$ cat config.mk
export PLATFORM = sky130hd
export DESIGN_NAME = asp_port_flat
export DESIGN_NICKNAME = d
export VERILOG_FILES = /design/src/include/asp_pkg.sv /design/src/include/asp_link_if.sv /design/src/rtl/asp_port.sv /design/src/flat_wrapper.sv
export SDC_FILE = /design/constraint.sdc
export NUM_CORES = 1
export LEC_CHECK = 0
export ABC_AREA = 1
export BUFFER_PORTS_ARGS = -buffer_cell sky130_fd_sc_hd__buf_2
export CAP_MARGIN = 20
export CORE_ASPECT_RATIO = 0.75
export CORE_UTILIZATION = 60
export CTS_CLUSTER_DIAMETER = 100
export DETAILED_ROUTE_END_ITERATION = 10
export GPL_TIMING_DRIVEN = 0
export PLACE_DENSITY_LB_ADDON = 0.2
export SLEW_MARGIN = 10
export SYNTH_ARGS = -nofsm -noshare
export SYNTH_HDL_FRONTEND = slang
export SYNTH_SLANG_ARGS = --single-unit
export TNS_END_PERCENT = 10
$ cat constraint.sdc
create_clock -name CLK -period 2.8 [get_ports CLK]
set_input_delay 0.28 -clock CLK [delete_from_list [all_inputs] [get_ports CLK]]
set_output_delay 0.28 -clock CLK [all_outputs]
set_load 0.02 [all_outputs]
$ cat src/include/asp_pkg.sv
// Shared constants and types for both ends of the serial port link
package asp_pkg;

  // Device control and data locations
  localparam logic [7:0] ADDR_CTRL   = 8'h98;
  localparam logic [7:0] ADDR_DATA   = 8'h99;
  localparam logic [7:0] CTRL_RESET  = 8'h40;
  localparam logic [7:0] UNUSED_MASK = 8'h40;
  localparam logic [7:0] DATA_RESET  = 8'h00;

  // Control field positions
  localparam int BIT_MODE  = 7;
  localparam int BIT_CHECK = 5;
  localparam int BIT_REN   = 4;
  localparam int BIT_TB8   = 3;
  localparam int BIT_RB8   = 2;
  localparam int BIT_TI    = 1;
  localparam int BIT_RI    = 0;

  // Frame lengths in bit times, and index of the last receive sample
  localparam logic [3:0] FRAME8_BITS = 4'hA;
  localparam logic [3:0] FRAME9_BITS = 4'hB;
  localparam logic [3:0] LAST8_IDX   = 4'h9;
  localparam logic [3:0] LAST9_IDX   = 4'hA;
  localparam logic [7:0] TIMER_TOP   = 8'hFF;

  // Remote end registers, byte addresses on APB
  localparam logic [7:0] RMT_CTRL    = 8'h00;
  localparam logic [7:0] RMT_DIV     = 8'h04;
  localparam logic [7:0] RMT_TXDATA  = 8'h08;
  localparam logic [7:0] RMT_RXDATA  = 8'h0C;
  localparam logic [7:0] RMT_STATUS  = 8'h10;
  localparam logic [15:0] RMT_DIV_RESET = 16'h0010;

  typedef enum logic [0:0] {
    RX_IDLE = 1'b0,
    RX_BITS = 1'b1
  } asp_rx_state_t;

endpackage

$ cat src/include/asp_link_if.sv
// Serial line pair between the port and the remote transceiver
`timescale 1ns/1ps
`default_nettype none
interface asp_link_if;
  logic serial_out_pin;  // Port transmit line, idles high
  logic serial_in_pin;   // Port receive line, idles high

  modport dev (output serial_out_pin, input serial_in_pin);
  modport rmt (input serial_out_pin, output serial_in_pin);
endinterface
`default_nettype wire

$ cat src/rtl/asp_port.sv
// Serial port unit: control register, data buffer, transmitter and receiver
`timescale 1ns/1ps
`default_nettype none
module asp_port (
  input  wire logic       CLK,         // System clock, 25 MHz
  input  wire logic       RST_N,       // Asynchronous reset, active low
  input  wire logic [7:0] SFR_ADDR,    // Register address
  input  wire logic       SFR_WR,      // Write strobe, one cycle
  input  wire logic [7:0] SFR_WDATA,   // Write data
  output logic      [7:0] SFR_RDATA,   // Read data, one cycle after address
  input  wire logic       TMR_TICK,    // Baud timer count pulse
  input  wire logic       TMR_RUN,     // Baud timer enable
  input  wire logic [7:0] TMR_RELOAD,  // Baud timer reload value
  input  wire logic       IRQ_ENABLE,  // Port interrupt enable
  output logic            IRQ,         // Interrupt request, level
  asp_link_if.dev         link         // Serial lines
);

  typedef struct packed {
    logic [7:0]             ctrl;
    logic [7:0]             rx_buf;
    logic [7:0]             rdata;
    logic [7:0]             tx_tmr;
    logic                   tx_half;
    logic [10:0]            tx_shift;
    logic [3:0]             tx_left;
    logic                   tx_line;
    logic [7:0]             rx_tmr;
    logic                   rx_half;
    asp_pkg::asp_rx_state_t rx_state;
    logic [3:0]             rx_idx;
    logic [8:0]             rx_bits;
    logic                   rx_prev;
  } asp_dev_state_t;

  asp_dev_state_t s;
  asp_dev_state_t next_s;

  logic tick;
  logic tx_ovf;
  logic rx_ovf;
  logic tx_bit;
  logic rx_sample;
  logic line_in;
  logic mode9;
  logic ninth;
  logic load_ok;
  logic wr_ctrl;
  logic wr_data;

  ////////////////////////////////////////////////////////////////////////////
  always_comb
  begin
    next_s    = s;
    line_in   = link.serial_in_pin;
    mode9     = s.ctrl[asp_pkg::BIT_MODE];
    tick      = TMR_RUN && TMR_TICK;
    tx_ovf    = tick && (s.tx_tmr == asp_pkg::TIMER_TOP);
    rx_ovf    = tick && (s.rx_tmr == asp_pkg::TIMER_TOP);
    tx_bit    = tx_ovf && s.tx_half;
    rx_sample = rx_ovf && !s.rx_half;
    wr_ctrl   = SFR_WR && (SFR_ADDR == asp_pkg::ADDR_CTRL);
    wr_data   = SFR_WR && (SFR_ADDR == asp_pkg::ADDR_DATA);
    ninth     = 1'b0;
    load_ok   = 1'b0;
    next_s.rx_prev = line_in;

    // Two reload timers; receive copy shares the reload value and restarts on a start edge
    if (tick)
    begin
      next_s.tx_tmr = tx_ovf ? TMR_RELOAD : s.tx_tmr + 8'h01;
      next_s.rx_tmr = rx_ovf ? TMR_RELOAD : s.rx_tmr + 8'h01;
    end
    if (tx_ovf)
    begin
      next_s.tx_half = !s.tx_half;
    end
    if (rx_ovf)
    begin
      next_s.rx_half = !s.rx_half;
    end

    // Software write first, so hardware sets below win over clears
    if (wr_ctrl)
    begin
      next_s.ctrl = SFR_WDATA | asp_pkg::UNUSED_MASK;
    end

    ////////////////////////////////////////////////////////////////////////////
    // Transmitter: waits for the next bit boundary of its own timer
    if (wr_data)
    begin
      next_s.tx_shift = mode9
        ? {1'b1, s.ctrl[asp_pkg::BIT_TB8], SFR_WDATA, 1'b0}
        : {1'b1, 1'b1, SFR_WDATA, 1'b0};
      next_s.tx_left  = mode9 ? asp_pkg::FRAME9_BITS : asp_pkg::FRAME8_BITS;
    end
    else if (tx_bit && (s.tx_left != 4'h0))
    begin
      next_s.tx_line  = s.tx_shift[0];
      next_s.tx_shift = {1'b1, s.tx_shift[10:1]};
      next_s.tx_left  = s.tx_left - 4'h1;
      if (s.tx_left == 4'h1)
      begin
        next_s.ctrl[asp_pkg::BIT_TI] = 1'b1;
      end
    end

    ////////////////////////////////////////////////////////////////////////////
    // Receiver
    unique case (s.rx_state)
      asp_pkg::RX_IDLE:
      begin
        if (s.ctrl[asp_pkg::BIT_REN] && s.rx_prev && !line_in)
        begin
          next_s.rx_state = asp_pkg::RX_BITS;
          next_s.rx_idx   = 4'h0;
          next_s.rx_tmr   = TMR_RELOAD;
          next_s.rx_half  = 1'b0;
        end
      end
      asp_pkg::RX_BITS:
      begin
        if (rx_sample)
        begin
          // First overflow after the edge lands mid start bit
          if ((s.rx_idx == 4'h0) && line_in)
          begin
            next_s.rx_state = asp_pkg::RX_IDLE;
          end
          else if (s.rx_idx == (mode9 ? asp_pkg::LAST9_IDX : asp_pkg::LAST8_IDX))
          begin
            next_s.rx_state = asp_pkg::RX_IDLE;
            ninth   = mode9 ? s.rx_bits[8] : line_in;
            load_ok = !s.ctrl[asp_pkg::BIT_RI]
                      && (!s.ctrl[asp_pkg::BIT_CHECK] || ninth);
            if (load_ok)
            begin
              next_s.rx_buf                 = s.rx_bits[7:0];
              next_s.ctrl[asp_pkg::BIT_RB8] = ninth;
              next_s.ctrl[asp_pkg::BIT_RI]  = 1'b1;
            end
          end
          else
          begin
            // Index zero is the start bit, which is not stored
            if (s.rx_idx != 4'h0)
            begin
              next_s.rx_bits[s.rx_idx - 4'h1] = line_in;
            end
            next_s.rx_idx = s.rx_idx + 4'h1;
          end
        end
      end
    endcase

    // Read path: transmit register is never readable
    if (SFR_ADDR == asp_pkg::ADDR_CTRL)
    begin
      next_s.rdata = s.ctrl | asp_pkg::UNUSED_MASK;
    end
    else if (SFR_ADDR == asp_pkg::ADDR_DATA)
    begin
      next_s.rdata = s.rx_buf;
    end
    else
    begin
      next_s.rdata = 8'h00;
    end
  end

  ////////////////////////////////////////////////////////////////////////////
  always_ff @(posedge CLK or negedge RST_N)
  begin
    if (!RST_N)
    begin
      s          <= '0;
      s.ctrl     <= asp_pkg::CTRL_RESET;
      s.rx_buf   <= asp_pkg::DATA_RESET;
      s.tx_line  <= 1'b1;
      s.tx_shift <= '1;
      s.rx_prev  <= 1'b1;
      s.rx_state <= asp_pkg::RX_IDLE;
    end
    else
    begin
      s <= next_s;
    end
  end

  assign SFR_RDATA           = s.rdata;
  assign link.serial_out_pin = s.tx_line;
  assign IRQ = IRQ_ENABLE && (s.ctrl[asp_pkg::BIT_TI] || s.ctrl[asp_pkg::BIT_RI]);

endmodule
`default_nettype wire

$ cat src/flat_wrapper.sv
// flat-port wrapper written by rule: the top's interface ports become plain ports
module asp_port_flat 
  (CLK, RST_N, SFR_ADDR, SFR_WR, SFR_WDATA, SFR_RDATA, TMR_TICK, TMR_RUN, TMR_RELOAD, IRQ_ENABLE, IRQ, link_serial_out_pin, link_serial_in_pin);
  asp_link_if link_i ();
  input  wire logic CLK;
  input  wire logic RST_N;
  input  wire logic [7:0] SFR_ADDR;
  input  wire logic SFR_WR;
  input  wire logic [7:0] SFR_WDATA;
  output logic      [7:0] SFR_RDATA;
  input  wire logic TMR_TICK;
  input  wire logic TMR_RUN;
  input  wire logic [7:0] TMR_RELOAD;
  input  wire logic IRQ_ENABLE;
  output logic IRQ;
  output wire logic [$bits(link_i.serial_out_pin)-1:0] link_serial_out_pin;
  input wire logic [$bits(link_i.serial_in_pin)-1:0] link_serial_in_pin;
  assign link_serial_out_pin = link_i.serial_out_pin;
  assign link_i.serial_in_pin = link_serial_in_pin;
  asp_port u_core (.CLK(CLK), .RST_N(RST_N), .SFR_ADDR(SFR_ADDR), .SFR_WR(SFR_WR), .SFR_WDATA(SFR_WDATA), .SFR_RDATA(SFR_RDATA), .TMR_TICK(TMR_TICK), .TMR_RUN(TMR_RUN), .TMR_RELOAD(TMR_RELOAD), .IRQ_ENABLE(IRQ_ENABLE), .IRQ(IRQ), .link(link_i));
endmodule
==> impl_metrics.yaml <==
clocking:
  root_buffer: "clkbuf_8"
  insertion_delay_ns: 0.36
  clkSinkCount: 72
  cts_made_buffers: 9
  h-tree-depth: 3
  cts_tree: "yes"
  cts_buffer_depth: 2
  post_cts_resized: 0
  clk_pin_slew_ns: 0.07
sta:
  min_period_ns: 2.223
  period_share_pct: 79.40
  setup_tns_ns: 0
  fmax_mhz: 449.8
  final-hold-violation-count: 0
  worst_pin_slew_ns: 0.4292
  worst_slack_ns: 0.5769
  fin_skew_ns: 0.01230
  relSlewSlack_pct: 71.39
  slew_viol_final: 0
  grt_setup_unrepaired: "false"
  setup_viol: 0
  holdWs_ns: 0.05840
grt:
  grt_use_met3_pct: 7.292
  antenna_found_initial: 0
  grt_max_degree: 61
  use_met2_pct: 41.53
  met1_usage_pct: 38.74
  busiest_layer: "met2"
  track_usage_pct: 27.44
  grt.overflow.total: 0
  grt_pass1_wl_mm: 14.47
  first_global_vias: 3255
worst_hold_path:
  hold_path.class: "primary input to register"
  worstHoldEndpoint: "u_core.s[0]"
  whs_path_depth: 1
  min-delay-start: "link_serial_in_pin"
placed_design:
  post-place-ws_ns: 0.6032
  portBuffers: 40
  gp_congestion: 0.8549
  place_hpwl_mm: 6.185
  dp.cells: 625
  place_area_um2: 4330
critical_path:
  reg2reg_depth: 14
  timing.critical_path.arrival_ns: 2.46
  cp_slowest_cell: "dfrtp_1"
  path_depth: 14
  cp_common_cell: "nand2_1"
  worstPathRequired_ns: 3.04
  cp-end-kind: "register"
  crit_family: "simple AND/OR/NAND/NOR gates"
  worst-path-max-fanout: 10
  crit_type: "register to register"
  critPathBufInv: 3
  critPathLaunchType: "register"
  r2r_start: "u_core.s[16]"
  cp_cell_sequence: "ha_1 > nand3_1 > nor2_2 > nand3_1 > inv_1 > ha_1 > nand2_1 > nor2_1 > nand2_1 > inv_2 > buf_6 > nand2_1 > nand2_1 > nand2_1"
  rrSetupSlack_ns: 0.58
  critPathMaxStageDelay_ns: 0.40
drt:
  num_vias: 3429
  ant_nets: 0
  drt_iter0_markers: 344
  drcViolationCount: 0
  viasPerCell: 5.341
  wirelength_mm: 8.435
  drtPass1Iterations: 5
  routedWlPerCell_um: 13.14
floorplan:
  die_area_um2: 6998
  rows: 25
  core-area_um2: 6381
  start_util_pct: 62.67
  io-pin-count: 41
  die_w_um: 96.27
  die_y_um: 72.70
power:
  p_leak_nw: 2.437
  power_mw: 2.514
  clock_power_share_pct: 32.5
  pwr_density_cell_nw_per_um2: 554.7
  p_comb_share_pct: 16.6
  pwr-share-seq_pct: 50.9
  switching_share_pct: 29.66
  p_int_mw: 1.768
  p_sw_mw: 0.7455
  ir_drop_mv: 0.3323
logic_synthesis:
  synth.area.top_cells: "dfrtp_1 37%, nand2_1 14%, nand3_1 11%, dfstp_2 8.5%, inv_1 4.0%"
  synthTopCellsByCount: "153 x nand2_1, 84 x nand3_1, 59 x dfrtp_1"
  async_flop_share_pct: 100.0
  synth_cell_types: 34
  ys_ff_latch: 72
  yosysTopAreaCellShare_pct: 36.92
  synth.most_common_cell: "nand2_1"
  synth_top_flop_cell: "dfrtp_1"
  synthesis.area_um2: 3999
  synth_edf_count: 0
  yosysSeqAreaShare_pct: 45.46
  synth_nets: 544
  yosys.area.top_type: "dfrtp_1"
  avgSynthCellArea_um2: 7.950
  yosysWarnings: 0
  synthCells: 503
finish:
  insertedDiodeCount: 0
  fin_util_pct: 71.02
  design_area_um2: 4532
  fin_nets: 597
  layout-drive-gt1-share_pct: 19.79
  area.growth.synth_to_final_pct: 13.33
  stdcell_count: 642
run:
  maxCapViolCount: 0
status:
  status: "completed"
[power by group through the flow]
| stage | Sequential [mW] | Combinational, mW | Clock [mW] |
|---|---|---|---|
| 6_report | 1.28 | 0.418 | 0.816 |
| 5_1_grt | 1.30 | 0.479 | 0.872 |
| 4_1_cts | 1.28 | 0.419 | 0.834 |
| 3_5_place_dp | 1.30 | 0.413 | 0 |
| 3_3_place_gp | 1.29 | 0.390 | 0 |
| 2_1_floorplan | 1.27 | 0.304 | 0 |
[layout by cell type, fill, tap and decap left out, types with 7 or more instances in the layout]
master / Yosys / routed
nand2_1: 153 / 153
nand3_1: 84 / 84
dfrtp_1: 59 / 59
inv_1: 43 / 43
buf_2: 3 / 42
nor2_1: 36 / 36
o21ai_0: 20 / 20
buf_4: 12 / 13
dfstp_2: 13 / 13
ha_1: 10 / 10
clkbuf_8: 0 / 10
nand4_1: 7 / 7
a21oi_1: 7 / 7
[routing by layer]
metal  up-vias  wire [um]
met5         -          0
met1      1615       4080
met2        79       3734
li1       1720          -
met3        15        506
met4         0        113
[how the worst max path moves through the flow]
stage / slack (ns) / to / from
floorplan: 0.93 / register / u_core.s[16]
global placement: 0.66 / register / u_core.s[16]
detailed placement: 0.60 / register / u_core.s[16]
CTS: 0.59 / register / u_core.s[16]
global route: 0.30 / register / u_core.s[16]
finish: 0.58 / register / u_core.s[16]
[final cells by class]
class                           count  area, um2
Multi-Input combinational cell    363       1854
Fill cell                         513       1849
Sequential cell                    72       1818
Timing Repair Buffer               42      240.2
Inverter                           48      180.2
Clock buffer                       13      148.9
Buffer                             20      146.4
Tap cell                           81      101.3
Clock inverter                      3      42.54
[logic make-up (layout without fill, tap and decap cells)]
group	after synthesis	after routing	synth area share [%]
flip-flops	72	72	45.46
AO/OA/AOI/OAI	36	36	4.819
XOR/XNOR	10	10	2.190
adder cells (fa/ha/maj)	10	10	3.129
buffers and inverters	68	126	8.166
AND/OR/NAND/NOR	307	307	36.23
[repair_timing]
action                                 4_1_cts  5_1_grt
endpoints found under the hold margin       12        0
buffers inserted                             0        0
hold buffers                                 1        0
[worst reg2reg max path: stages (launching register included)]
cell and delay (ns):
dfrtp_1 0.40, ha_1 0.22, nand3_1 0.11, nor2_2 0.20
nand3_1 0.16, inv_1 0.09, ha_1 0.16, nand2_1 0.09
nor2_1 0.15, nand2_1 0.11, inv_2 0.12, buf_6 0.14
nand2_1 0.06, nand2_1 0.06, nand2_1 0.05
No activity file was read; power rests on OpenSTA's default activity.
